<file path="src/inc/cdfc_pkg.sv">
/*
 * constants, register map and state type of the communication diagnostics
 * block (fault flags and frame counters for the host serial link and the
 * low and high chain ports).
 * assumes a 40 MHz device clock and an apb master with 32-bit data.
 */
package cdfc_pkg;

	// ==========================================================
	// links
	localparam int NLINK = 3;
	localparam int LINK_HOST = 0;
	localparam int LINK_LOW = 1;
	localparam int LINK_HIGH = 2;

	// ==========================================================
	// register map: link block at paddr[7:6], word at paddr[5:2]
	localparam logic [1:0] LINK_GLOBAL = 2'h3;
	localparam logic [3:0] REG_LINK_FLT = 4'h0;
	localparam logic [3:0] REG_RR_FLT = 4'h1;
	localparam logic [3:0] REG_RC_FLT = 4'h2;
	localparam logic [3:0] REG_TR_FLT = 4'h3;
	localparam logic [3:0] REG_TX_CNT = 4'h4;
	localparam logic [3:0] REG_RR_CNT = 4'h5;
	localparam logic [3:0] REG_RC_CNT = 4'h6;
	localparam logic [3:0] REG_RD_CNT = 4'h7;
	localparam logic [3:0] REG_CD_CNT = 4'h8;
	localparam logic [3:0] REG_CLEAR = 4'h9;
	localparam logic [3:0] REG_CTRL = 4'h0;

	// ==========================================================
	// fields
	localparam int CTRL_MULTIDROP_BIT = 0;
	localparam int CLEAR_FLAGS_BIT = 0;
	localparam int FLT_BYTE_ERROR_FLAG_BIT = 0;
	localparam int FLT_INIT_BYTE_ERROR_FLAG_BIT = 1;
	localparam int FLT_FRAME_BIT = 2;
	localparam int FLT_RXERR_BIT = 0;
	localparam int FLT_SOF_BIT = 1;
	localparam int FLT_TXERR_BIT = 0;

	localparam logic [15:0] CNT16_MAX = 16'hffff;
	localparam logic [7:0] CNT8_MAX = 8'hff;
	localparam logic [15:0] CNT16_ONE = 16'h0001;
	localparam logic [7:0] CNT8_ONE = 8'h01;
	localparam logic [NLINK-1:0] EXPECT_FIRST_RST = 3'h7;

	// ==========================================================
	// state
	typedef struct packed {
		logic                        pready;
		logic                        pslverr;
		logic [31:0]                 prdata;
		logic                        multidrop;
		logic [NLINK-1:0]            ign;
		logic [NLINK-1:0]            pend;
		logic [NLINK-1:0]            expect_first;
		logic [NLINK-1:0]            after_brk;
		logic [NLINK-1:0]            in_frame;
		logic [NLINK-1:0]            resp;
		logic [NLINK-1:0][7:0]       flt_link;
		logic [NLINK-1:0][7:0]       flt_rr;
		logic [NLINK-1:0][7:0]       flt_rc;
		logic [NLINK-1:0][7:0]       flt_tr;
		logic [NLINK-1:0][15:0]      tx_cnt;
		logic [NLINK-1:0][15:0]      rr_cnt;
		logic [NLINK-1:0][15:0]      rc_cnt;
		logic [NLINK-1:0][7:0]       rd_cnt;
		logic [NLINK-1:0][7:0]       cd_cnt;
		logic [NLINK-1:0][15:0]      tx_snap;
		logic [NLINK-1:0][15:0]      rr_snap;
		logic [NLINK-1:0][15:0]      rc_snap;
		logic [NLINK-1:0][7:0]       rd_snap;
		logic [NLINK-1:0][7:0]       cd_snap;
		logic [NLINK-1:0]            fwd_vld;
		logic [NLINK-1:0]            fwd_byte_error_flag;
		logic [NLINK-1:0][7:0]       fwd_data;
	} cdfc_state_t;

endpackage

</file>
<file path="src/rtl/cdfc_top.sv">
/*
 * communication diagnostics: per-link byte and init-byte error detection,
 * byte suppression until resync, fault flag groups, saturating frame and
 * discard counters with snapshot on a read of each link's key register.
 * assumes the receive front ends deliver one decoded byte per pulse,
 * synchronous to clock, and a frame parser that reports frame end and crc.
 * limitation: a read of a key register returns the snapshot taken by the
 * previous key read; the fresh snapshot shows in the other counter words.
 * counters are single 16-bit and 8-bit words, not byte pairs, so a snapshot
 * can be read without tearing between halves.
 */
// Operation
// - separate link, response, command and transmit fault groups for each link
// - after a byte error ignore bytes until break (host) or sof byte (chain)
// - byte and init-byte error flags clear only by communication clear, a clear register write or reset
// - chain port sets byte error flag when any frame byte carries a byte error
// - host sets byte error on stop error not directly followed by a break
// - ignored chain bytes still forward; ignored host bytes are not propagated
// - no further frame errors, crc included, are flagged while ignoring
// - chain init-byte error: first byte lacks sof or has reserved frame type
// - host init-byte error: stop error, reserved bits, or response outside multidrop
// - multidrop: response as first frame after break is an init-byte error
// - host first byte is the byte after a break or after frame end
// - per link 16-bit counters of transmitted, response and command frames
// - per link 8-bit counters of discarded response and command frames
// - all counters saturate at maximum and never wrap
// - key register read snapshots all counters of its own link and zeroes them
// - each later key read snapshots again and zeroes again
// - chain transmit counter counts only self generated responses
// - response counter counts each error free response, stack reads included
// - forwarded single device responses do not count as received responses
// - command counter counts each error free command frame
// - response discard counts dropped responses except on init-byte error
// - command discard counts dropped commands except on init-byte error
// - discard cause is flagged in the same cycle the discard is counted
// - chain byte with reception error is forwarded with its byte error bit set
// - chain sof byte starts a new frame like a host break
`timescale 1ns/1ps
`default_nettype none

module cdfc_top
	import cdfc_pkg::*;
(
	input  wire logic                   clock,
	input  wire logic                   rstn,
	input  wire logic                   psel,
	input  wire logic                   penable,
	input  wire logic                   pwrite,
	input  wire logic [7:0]             paddr,
	input  wire logic [31:0]            pwdata,
	output logic                        pready,
	output logic [31:0]                 prdata,
	output logic                        pslverr,
	input  wire logic [NLINK-1:0]       rx_byte_vld,
	input  wire logic [NLINK-1:0][7:0]  rx_byte_data,
	input  wire logic [NLINK-1:0]       rx_byte_sof,
	input  wire logic [NLINK-1:0]       rx_byte_err,
	input  wire logic [NLINK-1:0]       rx_first_bad,
	input  wire logic [NLINK-1:0]       rx_first_resp,
	input  wire logic [NLINK-1:0]       rx_break,
	input  wire logic [NLINK-1:0]       frame_end,
	input  wire logic [NLINK-1:0]       frame_ok,
	input  wire logic [NLINK-1:0]       frame_fwd_only,
	input  wire logic [NLINK-1:0]       tx_gen_done,
	input  wire logic [NLINK-1:0]       tx_fault,
	output logic [NLINK-1:0]            fwd_vld,
	output logic [NLINK-1:0][7:0]       fwd_data,
	output logic [NLINK-1:0]            fwd_byte_error_flag,
	output logic [NLINK-1:0]            ignoring
);

	// ==========================================================
	// helpers
	function automatic logic [15:0] sat16(input logic [15:0] v);
		return (v == CNT16_MAX) ? v : v + CNT16_ONE;
	endfunction

	function automatic logic [7:0] sat8(input logic [7:0] v);
		return (v == CNT8_MAX) ? v : v + CNT8_ONE;
	endfunction

	cdfc_state_t q;
	cdfc_state_t d;

	// ==========================================================
	// next state
	always_comb
	begin
		logic [1:0] blk;
		logic [3:0] wrd;
		logic       hit;
		logic       done;
		logic       chain;
		logic       resync;
		logic       live;
		logic       first;
		logic       init_byte_error_flag;
		logic       byte_error_flag_now;
		logic       byte_error_flag_resp;
		logic       key_rd;
		logic [31:0] rd;
		d = q;
		blk = paddr[7:6];
		wrd = paddr[5:2];
		hit = 1'b0;
		rd = '0;
		chain = 1'b0;
		resync = 1'b0;
		live = 1'b0;
		first = 1'b0;
		init_byte_error_flag = 1'b0;
		byte_error_flag_now = 1'b0;
		byte_error_flag_resp = 1'b0;
		key_rd = 1'b0;
		done = psel & penable & q.pready;

		// apb: one wait state, read data taken from the registered mux
		// error strobe stands for the ack cycle only, like pready
		d.pready = 1'b0;
		d.pslverr = 1'b0;
		if (blk == LINK_GLOBAL)
		begin
			hit = (wrd == REG_CTRL);
			rd[CTRL_MULTIDROP_BIT] = q.multidrop;
		end
		else
		begin
			hit = (wrd <= REG_CLEAR);
			case (wrd)
				REG_LINK_FLT: rd[7:0] = q.flt_link[blk];
				REG_RR_FLT:   rd[7:0] = q.flt_rr[blk];
				REG_RC_FLT:   rd[7:0] = q.flt_rc[blk];
				REG_TR_FLT:   rd[7:0] = q.flt_tr[blk];
				REG_TX_CNT:   rd[15:0] = q.tx_snap[blk];
				REG_RR_CNT:   rd[15:0] = q.rr_snap[blk];
				REG_RC_CNT:   rd[15:0] = q.rc_snap[blk];
				REG_RD_CNT:   rd[7:0] = q.rd_snap[blk];
				REG_CD_CNT:   rd[7:0] = q.cd_snap[blk];
				default:      rd = '0;
			endcase
		end
		if (psel & penable & ~q.pready)
		begin
			d.pready = 1'b1;
			d.pslverr = ~hit;
			d.prdata = (pwrite | ~hit) ? '0 : rd;
		end
		if (done & pwrite & hit & (blk == LINK_GLOBAL))
		begin
			d.multidrop = pwdata[CTRL_MULTIDROP_BIT];
		end

		for (int i = 0; i < NLINK; i++)
		begin
			chain = (i != LINK_HOST);
			init_byte_error_flag = 1'b0;
			first = 1'b0;
			byte_error_flag_now = 1'b0;
			byte_error_flag_resp = q.resp[i];
			d.fwd_vld[i] = 1'b0;
			d.fwd_byte_error_flag[i] = 1'b0;

			// ==========================================================
			// software clear of the link's flags; a set below still wins
			if (done & pwrite & (blk == 2'(i)) & (wrd == REG_CLEAR)
				& pwdata[CLEAR_FLAGS_BIT])
			begin
				d.flt_link[i] = '0;
				d.flt_rr[i] = '0;
				d.flt_rc[i] = '0;
				d.flt_tr[i] = '0;
			end

			// ==========================================================
			// key read: snapshot then zero; this cycle's events land in the fresh count
			key_rd = done & ~pwrite & (blk == 2'(i))
				& (wrd == ((i == LINK_HIGH) ? REG_RD_CNT : REG_CD_CNT));
			if (key_rd)
			begin
				d.tx_snap[i] = q.tx_cnt[i];
				d.rr_snap[i] = q.rr_cnt[i];
				d.rc_snap[i] = q.rc_cnt[i];
				d.rd_snap[i] = q.rd_cnt[i];
				d.cd_snap[i] = q.cd_cnt[i];
				d.tx_cnt[i] = '0;
				d.rr_cnt[i] = '0;
				d.rc_cnt[i] = '0;
				d.rd_cnt[i] = '0;
				d.cd_cnt[i] = '0;
			end

			// ==========================================================
			// resynchronisation: host break, or chain byte with sof
			resync = chain ? (rx_byte_vld[i] & rx_byte_sof[i]) : rx_break[i];
			if (~chain & rx_break[i])
			begin
				// communication clear: drops a pending stop error, clears byte and init-byte error flags
				d.pend[i] = 1'b0;
				d.ign[i] = 1'b0;
				d.flt_rr[i][FLT_BYTE_ERROR_FLAG_BIT] = 1'b0;
				d.flt_rc[i][FLT_BYTE_ERROR_FLAG_BIT] = 1'b0;
				d.flt_rc[i][FLT_INIT_BYTE_ERROR_FLAG_BIT] = 1'b0;
				d.expect_first[i] = 1'b1;
				d.after_brk[i] = 1'b1;
				d.in_frame[i] = 1'b0;
			end
			if (chain & resync)
			begin
				d.ign[i] = 1'b0;
				if (q.in_frame[i] & ~q.ign[i])
				begin
					// sof inside a frame drops that frame
					d.flt_link[i][FLT_SOF_BIT] = 1'b1;
					if (q.resp[i])
						d.rd_cnt[i] = sat8(d.rd_cnt[i]);
					else
						d.cd_cnt[i] = sat8(d.cd_cnt[i]);
				end
				d.in_frame[i] = 1'b0;
			end
			live = ~(q.ign[i] & ~(chain & resync));

			// ==========================================================
			// interface level: any received byte with a reception error
			if (rx_byte_vld[i] & rx_byte_err[i])
				d.flt_link[i][FLT_RXERR_BIT] = 1'b1;

			// ==========================================================
			// host stop error resolves on the next byte, unless a break came first
			if (~chain & q.pend[i] & rx_byte_vld[i] & ~rx_break[i])
			begin
				d.pend[i] = 1'b0;
				byte_error_flag_now = 1'b1;
			end

			// ==========================================================
			// byte checks: first byte of a frame, then errors inside it
			if (rx_byte_vld[i] & live & ~q.pend[i])
			begin
				first = chain ? (rx_byte_sof[i] | q.expect_first[i]) : q.expect_first[i];
				if (first)
				begin
					if (chain)
						init_byte_error_flag = ~rx_byte_sof[i] | rx_first_bad[i];
					else
						init_byte_error_flag = rx_byte_err[i] | rx_first_bad[i]
							| (rx_first_resp[i] & ~q.multidrop)
							| (rx_first_resp[i] & q.multidrop
								& q.after_brk[i]);
					if (init_byte_error_flag)
					begin
						// init errors are flagged but never counted as discards
						d.flt_rc[i][FLT_INIT_BYTE_ERROR_FLAG_BIT] = 1'b1;
						d.ign[i] = 1'b1;
						d.in_frame[i] = 1'b0;
					end
					else if (chain & rx_byte_err[i])
					begin
						// a damaged init byte opens no frame; its type picks the group
						d.ign[i] = 1'b1;
						d.in_frame[i] = 1'b0;
						byte_error_flag_now = 1'b1;
						byte_error_flag_resp = rx_first_resp[i];
					end
					else
					begin
						d.in_frame[i] = 1'b1;
						d.resp[i] = rx_first_resp[i];
						d.expect_first[i] = 1'b0;
						d.after_brk[i] = 1'b0;
					end
				end
				else if (rx_byte_err[i])
				begin
					d.ign[i] = 1'b1;
					if (chain)
						byte_error_flag_now = 1'b1;
					else
						d.pend[i] = 1'b1;
				end
			end

			// ==========================================================
			// byte error: flag and discard count in the same cycle
			if (byte_error_flag_now)
			begin
				if (byte_error_flag_resp)
					d.flt_rr[i][FLT_BYTE_ERROR_FLAG_BIT] = 1'b1;
				else
					d.flt_rc[i][FLT_BYTE_ERROR_FLAG_BIT] = 1'b1;
				// a frame cut short by a sof was counted above; count it once
				if (q.in_frame[i] & ~first & byte_error_flag_resp)
					d.rd_cnt[i] = sat8(d.rd_cnt[i]);
				else if (q.in_frame[i] & ~first)
					d.cd_cnt[i] = sat8(d.cd_cnt[i]);
				d.in_frame[i] = 1'b0;
			end

			// ==========================================================
			// frame end from the parser; ignored while suppressing bytes
			if (frame_end[i] & ~q.ign[i] & q.in_frame[i] & ~byte_error_flag_now & ~resync)
			begin
				d.in_frame[i] = 1'b0;
				d.expect_first[i] = 1'b1;
				if (frame_ok[i] & q.resp[i] & ~frame_fwd_only[i])
					d.rr_cnt[i] = sat16(d.rr_cnt[i]);
				else if (frame_ok[i] & ~q.resp[i])
					d.rc_cnt[i] = sat16(d.rc_cnt[i]);
				else if (~frame_ok[i] & q.resp[i])
				begin
					d.flt_rr[i][FLT_FRAME_BIT] = 1'b1;
					d.rd_cnt[i] = sat8(d.rd_cnt[i]);
				end
				else if (~frame_ok[i])
				begin
					d.flt_rc[i][FLT_FRAME_BIT] = 1'b1;
					d.cd_cnt[i] = sat8(d.cd_cnt[i]);
				end
			end

			// ==========================================================
			// transmit side: only frames this device generated are counted
			if (tx_gen_done[i])
				d.tx_cnt[i] = sat16(d.tx_cnt[i]);
			if (tx_fault[i])
				d.flt_tr[i][FLT_TXERR_BIT] = 1'b1;

			// ==========================================================
			// forwarding: chain bytes always go on, tagged when suspect
			d.fwd_data[i] = rx_byte_data[i];
			if (chain)
			begin
				d.fwd_vld[i] = rx_byte_vld[i];
				d.fwd_byte_error_flag[i] = rx_byte_vld[i]
					& (rx_byte_err[i] | ~live);
			end
			else
			begin
				d.fwd_vld[i] = rx_byte_vld[i] & live & ~q.pend[i]
					& ~rx_byte_err[i] & ~init_byte_error_flag;
				d.fwd_byte_error_flag[i] = 1'b0;
			end
		end
	end

	// ==========================================================
	// state register
	always_ff @(posedge clock or negedge rstn)
	begin
		if (!rstn)
		begin
			q <= '0;
			// links start out waiting for a frame's first byte
			q.expect_first <= EXPECT_FIRST_RST;
		end
		else
		begin
			q <= d;
		end
	end

	// ==========================================================
	// outputs
	assign pready = q.pready;
	assign prdata = q.prdata;
	assign pslverr = q.pslverr;
	assign fwd_vld = q.fwd_vld;
	assign fwd_data = q.fwd_data;
	assign fwd_byte_error_flag = q.fwd_byte_error_flag;
	assign ignoring = q.ign;

endmodule // cdfc_top

`default_nettype wire

</file>
<file path="config.mk">
export PLATFORM = sky130hd
export DESIGN_NAME = cdfc_top
export DESIGN_NICKNAME = d
export VERILOG_FILES = /design/src/inc/cdfc_pkg.sv /design/src/rtl/cdfc_top.sv
export SDC_FILE = /design/constraint.sdc
export NUM_CORES = 1
export LEC_CHECK = 0
export BUFFER_PORTS_ARGS = -buffer_cell sky130_fd_sc_hd__buf_2
export CAP_MARGIN = 20
export CORE_MARGIN = 2
export CORE_UTILIZATION = 56
export CTS_CLUSTER_SIZE = 8
export DETAILED_ROUTE_END_ITERATION = 6
export PLACE_DENSITY = 0.89
export SETUP_SLACK_MARGIN = 0.15
export SYNTH_ARGS = -nofsm -noshare
export SYNTH_HDL_FRONTEND = slang
export SYNTH_SLANG_ARGS = --single-unit
</file>
<file path="constraint.sdc">
create_clock -name clock -period 5.2 [get_ports clock]
set_input_delay 0.52 -clock clock [delete_from_list [all_inputs] [get_ports clock]]
set_output_delay 0.52 -clock clock [all_outputs]
set_load 0.05 [all_outputs]
</file>
# --- Word level (Yosys, flattened, before mapping) ---
# Cells that the tools add are included.
op_classes:
  bitwise: 121
  n_lt_le_gt_ge: 2
  eq_ne: 41
  n_mux: 295
  reduce_logical: 17
  addsub: 25
ops:
  columns: ["op", "n"]
  rows:
  - ["8-bit two-way mux", 82]
  - ["16-bit two-way mux", 39]
  - ["1-bit two-way mux", 151]
  - ["16-bit by 1-bit adder with 16-bit output (second input constant)", 9]
  - ["16-bit == test (second input constant)", 9]
  - ["8-bit by 1-bit adder with 8-bit output (second input constant)", 16]
  - ["8-bit == test (second input constant)", 16]
  - ["16-bit binary-select mux with 2-bit select", 3]
  - ["8-bit binary-select mux with 2-bit select", 6]
  - ["1-bit AND", 74]
  - ["8-bit case mux with 9 select lines", 1]
  - ["1-bit inverter", 37]
  - ["34-bit two-way mux", 1]
  - ["32-bit two-way mux", 1]
  - ["8-bit case mux with 3 select lines", 1]
  - ["2-bit nonzero test", 10]
  - ["3-bit two-way mux", 6]
  - ["4-bit by 3-bit == test with 1-bit output (second input constant)", 4]
  - ["4-bit AND reduction", 4]
  - ["15-bit two-way mux", 1]
  - ["1-bit OR", 10]
  - ["4-bit by 2-bit == test with 1-bit output (second input constant)", 2]
  - ["4-bit == test (second input constant)", 2]
  - ["2-bit by 1-bit inequality test with 1-bit output (second input constant)", 4]
  - ["other kinds (9)", 12]
word_totals:
  in_bits: 102
  word_cells: 564
  regBits: 485

# --- Longest topological paths before layout ---
# Gate-level depths: netlist of run 1.
depth:
  word_depth: 23
  depth_mapped: 28
  mapped_depth_nobuf: 20

# --- Worst setup path after synthesis of run 1 ---
# Ideal clock, no wire load.
synth_timing:
  path_kind: "input port to flip-flop"
  start: "input port paddr[3]"
  end: "register q[231] in the netlist's numbering"
  stages: 28
  setup_slack_ps: -794
  setup_ps: 128
  n_path_buf: 8
  t_required_ps: 5072
  t_arrival_ps: 5866
  cell_sequence: "buf_6 > or4b_4 > buf_6 > or3_1 > buf_2 > clkbuf_1 > clkbuf_1 > clkbuf_1 > and2_1 > ha_1 > clkbuf_1 > and4_1 > a41oi_1 > o21ai_0 > nand2_1 > ha_1 > clkbuf_1 > nand2_1 > and4b_1 > and2_1 > nand2b_1 > nor2_1 > a31oi_1 > ha_1 > nand2_1 > nor4_4 > a21oi_1 > mux2_1"
synth_rtl:
  columns: ["element", "line_no", "text"]
  rows:
  - ["start, declared", "cdfc_top.sv:49", "input wire logic [7:0] paddr,"]
  - ["end, declared", "cdfc_top.sv:82", "cdfc_state_t q;"]

==> summary.txt, run 1 <==
Status - finished, violations left
Failing checks - design-rule violations
Share of layout cells above drive strength 1 - 11.6%
Fillers - 3417
Final WS setup - 0.414 ns
# H-tree levels - 3
Largest area contributor in the netlist - dfrtp_1
Hold_ws - 0.0347 ns
DP Worst Slack - 0.0948 ns
Tot Pwr - 8.92 mW
CP startpoint kind - register
Num Clock Sinks - 469
Design area - 0.0282 sq mm
Yosys warning count - 0
Slew Viols, Final - 0
Yosys cell types - 102
Async SR Flop Fraction - 100%
Port Buffers - 115
Fmax - 0.209 GHz
Final ANT Viol Nets - 0
Total number of vias - 22081
Synthesis-stage register bit count - 469
Setup TNS - 0 ns
Grt total ovfl - 0
Clk root buf - clkbuf_16
Setup-failing EPs final - 0
Clk buf depth - 3
Syn Area/Cell - 8.78 sq um
Post_cts resized - 0
Hold_buf cts - 1
CTS tree - done
Most frequent cell after synthesis - nand2_1
Max-cap violations - 0
Largest net degree at the start of global routing - 156
Switching share of power - 26.6%
Postcts setup bufs - 0
Top cells by area, synth - dfrtp_1, nand2_1, mux2i_1
Pwr/cell area - 316 mW/mm^2
Hold Crit Class - in -> reg
Post-synth top cells - nand2_1, dfrtp_1, nor2_1
Fin. Hold Viols - 0
Pre-antenna DRT Iters - 6
Ys flop type - dfrtp_1
Starting DRT DRC Count - 3228
Placer Congestion - 0.949
Period utilisation layout - 92.0%
Drt total wl - 69200 microns
Clock share of power - 45.3%
Routed WL per cell - 19.4 microns
Crit end category - register
Die area - 0.0471 sq mm
Logic pwr share - 9.6%
Reg clk slew, reported paths - 0.05 ns
Via/cell ratio - 6.20
Critical Path Fanout Max - 5
Number of global-route vias before repair - 21316
Relative max-transition margin - 30.4%
Dpl cell area - 0.0263 sq mm
Row cnt - 78
# IOs - 169
EDFF count, synth - 0
First-pass GRT wire length - 112000 microns
Die height - 217 microns
TritonCTS buffer count - 68
RSZ-0062 raised after global routing - no
Synth Cell Area - 0.0254 sq mm
Seq/Total Area, Yosys - 46.2%
Switch Pwr - 2.37 mW
Yosys top cell area share - 45.9%
Cells after Synth - 2893
Fin nets - 3068
DR DRC count - 4
Worst EP required - 5.71 ns
Dpl hpwl - 46400 microns
Core Area - 0.0451 sq mm
Clk_skew - 0.0198 ns
Die width - 217 microns
Skew-Pair Late Insertion Delay - 0.59 ns
P_int - 6.55 mW
Critical Path AT - 5.29 ns
Reg power frac - 45.1%
Starting Density - 56.3%
GRT Overall Usage - 29.7%
Area grow syn2layout - 11.2%
Final Critical Period - 4.79 ns
Worst-margin pin slew - 1.04 ns
VDD IR-drop max - 0.327 mV
Critical Setup Path Class - reg -> reg
Leakage - 13.5 nW
Initial antenna violation count - 2
layer usage:
| layer | vias up | wire length, microns | share of wire (%) | GRT usage, % |
|---|---|---|---|---|
| met5 | - | 0 | 0 | 0 |
| met4 | 0 | 4120 | 6.0 | 17.2 |
| met3 | 282 | 6700 | 9.7 | 6.04 |
| met2 | 1255 | 31800 | 46 | 47.1 |
| met1 | 10591 | 26600 | 38 | 38.0 |
| li1 | 9953 | - | - | - |
cell type report:
type | instances | area, sq um | share of cell area (%)
Sequential cell | 469 | 11700 | 41.6
Inverter | 46 | 173 | 0.612
Antenna cell | 1 | 2.50 | 0.00886
Multi-Input combinational cell | 2186 | 12600 | 44.6
Tap cell | 600 | 751 | 2.66
Timing Repair Buffer | 170 | 1050 | 3.73
Clock inverter | 6 | 110 | 0.390
Clock buffer | 86 | 1800 | 6.38
worst max-delay path, cell delays in order, from the launching register on:
cell      delay [ns]
dfrtp_2         0.37
nand4b_1        0.21
or3_2           0.60
and2_1          0.21
ha_1            0.22
buf_4           0.16
and3_1          0.22
and4_1          0.22
a211oi_1        0.47
nand3_1         0.23
o41a_1          0.52
xnor2_1         0.25
ha_1            0.30
nand3_1         0.18
nor3_1          0.31
mux2i_1         0.22
state kept, by name, indices dropped and copies added (netlist names):
signal and flops:
q 419, fwd_byte_error_flag 2, pslverr 1, fwd_vld 3, pready 1, fwd_data 24
ignoring 3, prdata 16
final timing paths:
check	from	end	depth (start not counted)	slack, ns
min in group asynchronous	rstn	fwd_data[11]$_DFF_PN0_	2	0.57
worst min register to register	q[94]$_DFFE_PN0P_	q[94]$_DFFE_PN0P_	2	0.46
worst max register to register	pready$_DFF_PN0_	q[260]$_DFF_PN0_	15	0.41
worst min-delay path	rx_byte_data[8]	fwd_data[8]$_DFF_PN0_	1	0.03
max in group asynchronous	rstn	pready$_DFF_PN0_	3	3.28
worst max-delay path	pready$_DFF_PN0_	q[260]$_DFF_PN0_	15	0.41
per-stage QoR:
stage,util [%],cells
after detailed placement,58.3,3470
final,62.6,3564
after global placement,58.3,3470
after CTS,62.6,3563
after floorplan,-,2909
after global routing,62.6,3563
cells in the final DEF, fill, tap and decap left out, drive strengths merged, types with 9 or more instances in the layout:
master    n
nor2    219
a211oi   15
nand3b   10
xor2    108
a21oi   128
buf     169
nand4    65
o21a     12
a31oi    17
or3      30
o211ai   13
nand2b   19
and4     20
inv      47
nand3    89
dfrtp   466
nor3     47
o21ai    97
nor2b    27
and3     53
conb     17
ha       25
nand4b   13
or2       9
nand2   757
nor4     27
and2     37
xnor2    39
a21o      9
mux2     36
mux2i    97
o22ai    28
clkbuf   86
power by group through the flow:
stage	Sequential [mW]	Clock, mW	Combinational [mW]
6_report	4.03	4.04	0.852
5_1_grt	4.04	4.23	0.946
4_1_cts	4.02	4.06	0.851
3_5_place_dp	4.07	0	0.838
3_3_place_gp	4.06	0	0.804
2_1_floorplan	3.98	0	0.650
kinds of logic (layout without fill, tap and decap cells):
logic type      after synthesis  count (layout)  share of synthesized area, %
compound gates              407             407                          10.5
xor+xnor                    147             147                          5.07
fa+ha+maj                    25              25                          1.23
buf+inv                     254             308                          4.85
flops                       469             469                          46.2
mux                         133             133                          5.46
other cells                   1              18                        0.0148
simple gates               1457            1457                          26.7
Note: power is estimated with default switching activity, not from simulation.
==> run 2, diff against run 1 <==
--- a/config.mk
+++ b/config.mk
@@ -8,10 +8,10 @@
 export BUFFER_PORTS_ARGS = -buffer_cell sky130_fd_sc_hd__buf_2
 export CAP_MARGIN = 20
 export CORE_MARGIN = 2
-export CORE_UTILIZATION = 56
+export CORE_UTILIZATION = 45
 export CTS_CLUSTER_SIZE = 8
 export DETAILED_ROUTE_END_ITERATION = 6
-export PLACE_DENSITY = 0.89
+export PLACE_DENSITY = 0.76
 export SETUP_SLACK_MARGIN = 0.15
 export SYNTH_ARGS = -nofsm -noshare
 export SYNTH_HDL_FRONTEND = slang
==> summary.txt, run 2 (same netlist as run 1, synthesis figures left out) <==
Status - finished, violations left
Failing checks - negative hold slack
Worst EP required - 5.69 ns (-0.02 ns)
RSZ-0062 raised after global routing - no
GRT Overall Usage - 22.2% (-7.5 points)
Routed WL per cell - 17.5 microns (-10%)
Max-cap violations - 0 (unchanged)
CP max stage cell - or4_2
Commonest cells after routing, fill and taps aside - nand2_1, dfrtp_1, nor2_1
Placer Congestion - 0.926 (-2.4%)
Dpl cell area - 0.0265 sq mm (+0.82%)
Crit-path max cell delay - 0.75 ns (+0.15 ns)
Postcts setup bufs - 0 (unchanged)
Largest net degree at the start of global routing - 110 (-29%)
Num Clock Sinks - 469 (unchanged)
Core Area - 0.0561 sq mm (+24%)
Number of global-route vias before repair - 19817 (-7.0%)
Slew Viols, Final - 0 (unchanged)
Setup TNS - 0 ns (unchanged)
Via/cell ratio - 5.61 (-9.4%)
CTS tree - done
Biggest register - q
Critical Path Fanout Max - 8 (+3)
Max FFs per register - 419 (unchanged)
Final WS setup - 0.451 ns (+0.0374 ns)
Final ANT Viol Nets - 0 (unchanged)
Fin. Hold Viols - 9 (+9)
Starting DRT DRC Count - 1914 (-41%)
Pre-antenna DRT Iters - 6 (unchanged)
Drt total wl - 65200 microns (-5.8%)
Reg clk slew, reported paths - 0.05 ns (about the same)
Crit path cell chain - nand4b_1 -> or4_2 -> and2_1 -> ha_2 -> and3_1 -> and3_4 -> a21oi_2 -> mux2_2 -> ha_1 -> a31oi_2 -> mux2_2 -> ha_1 -> and4bb_2 -> a21boi_2 -> mux2_1
Worst-margin pin slew - 1.11 ns (+0.0670 ns)
Pwr/cell area - 314 mW/mm^2 (-0.52%)
Share of layout cells above drive strength 1 - 11.7% (+0.16 points)
Relative max-transition margin - 25.7% (-4.7 points)
Fin nets - 3074 (+0.20%)
Design area - 0.0285 sq mm (+0.92%)
Area grow syn2layout - 12.2%
Commonest non-fill, non-tap cell in the layout - nand2_1
Final Critical Period - 4.75 ns (-0.0374 ns)
Crit end category - register
CP startpoint kind - register
DR DRC count - 0 (-4)
Clk_skew - 0.0197 ns (-0.000108 ns)
Starting Density - 45.3% (-11 points)
Grt total ovfl - 0 (unchanged)
Setup-failing EPs final - 0 (unchanged)
Critical Path AT - 5.24 ns (-0.05 ns)
Initial antenna violation count - 0 (-2)
Skew-Pair Late Insertion Delay - 0.60 ns (about the same)
Port Buffers - 115 (unchanged)
Hold_ws - -0.0114 ns (-0.0461 ns)
Hold Crit Class - in -> async
Period utilisation layout - 91.3% (-0.72 points)
DP Worst Slack - 0.0781 ns (-0.0168 ns)
First-pass GRT wire length - 106000 microns (-5.5%)
Row cnt - 87 (+12%)
VDD IR-drop max - 0.265 mV (-19%)
TritonCTS buffer count - 69 (+1.5%)
# IOs - 169 (unchanged)
Total number of vias - 20926 (-5.2%)
Dpl hpwl - 45700 microns (-1.6%)
Die area - 0.0584 sq mm (+24%)
Fmax - 0.211 GHz (+0.79%)
Leakage - 13.5 nW (+0.29%)
Die width - 242 microns (+11%)
Clk root buf - clkbuf_16
Die height - 242 microns (+11%)
# H-tree levels - 3 (unchanged)
Clk buf depth - 3 (unchanged)
Critical Setup Path Class - reg -> reg
run 2: through the flow:
| step | total power, mW | cells | util [%] | hold slack, ns |
|---|---|---|---|---|
| detailed placement | 4.90 | 3630 | 47.3 | 0.455 |
| floorplan | 4.63 | 2909 | - | 0.224 |
| CTS | 9.04 | 3729 | 50.8 | 0.00320 |
| global placement | 4.87 | 3630 | 47.3 | 0.448 |
| global route | 9.32 | 3729 | 50.8 | 0.00559 |
| finish | 8.95 | 3730 | 50.8 | -0.0114 |
run 2: report_power, final:
part / internal, mW / total [mW] / switching, mW
combinational: 0.312 / 0.843 / 0.531
sequential: 3.82 / 4.01 / 0.189
clock: 2.46 / 4.10 / 1.64
total: 6.59 / 8.95 / 2.36
run 2: layer usage:
| metal | wire length, microns | vias to the layer above | track usage, % |
|---|---|---|---|
| met5 | 0 | - | 0 |
| met4 | 2210 | 0 | 8.33 |
| met3 | 4920 | 134 | 4.99 |
| met2 | 29000 | 713 | 33.5 |
| met1 | 29100 | 10097 | 31.3 |
| li1 | - | 9982 | - |
run 2: repair_timing:
item,CTS,global route
endpoints found under the setup margin,0,0
resized for setup,0,0
hold buffers,2,0
hold endpoints to repair,2,0
run 2: critical path: cells and delay by family (launching register included):
kind | cells | cell delay, ns
multiplexers | 3 | 1.09
flip-flops | 1 | 0.37
adder cells (fa/ha/maj) | 3 | 0.71
AO/OA/AOI/OAI | 3 | 0.61
AND/OR/NAND/NOR | 6 | 1.86
run 2: final cells by class:
type	count	area, sq um
tap	756	946
timing repair buffer	175	1080
clock inverter	7	109
clock buffer	90	1840
inverter	46	173
sequential	469	11700
multi-input combinational	2186	12600
antenna	1	2.50
fill	5124	27600
run 2: path summary, 6_finish.rpt:
| path | startpoint | end | slack [ns] | cells past startpoint |
|---|---|---|---|---|
| max | pready$_DFF_PN0_ | q[239]$_DFF_PN0_ | 0.45 | 15 |
| min | rstn | q[259]$_DFF_PN0_ | -0.01 | 1 |
| max reg2reg | pready$_DFF_PN0_ | q[239]$_DFF_PN0_ | 0.45 | 15 |
| min reg2reg | q[40]$_DFFE_PN0P_ | q[40]$_DFFE_PN0P_ | 0.46 | 2 |
| max in group asynchronous | rstn | q[392]$_DFF_PN0_ | 3.78 | 2 |
| min in group clock | rx_byte_data[19] | fwd_data[19]$_DFF_PN0_ | 0.03 | 1 |
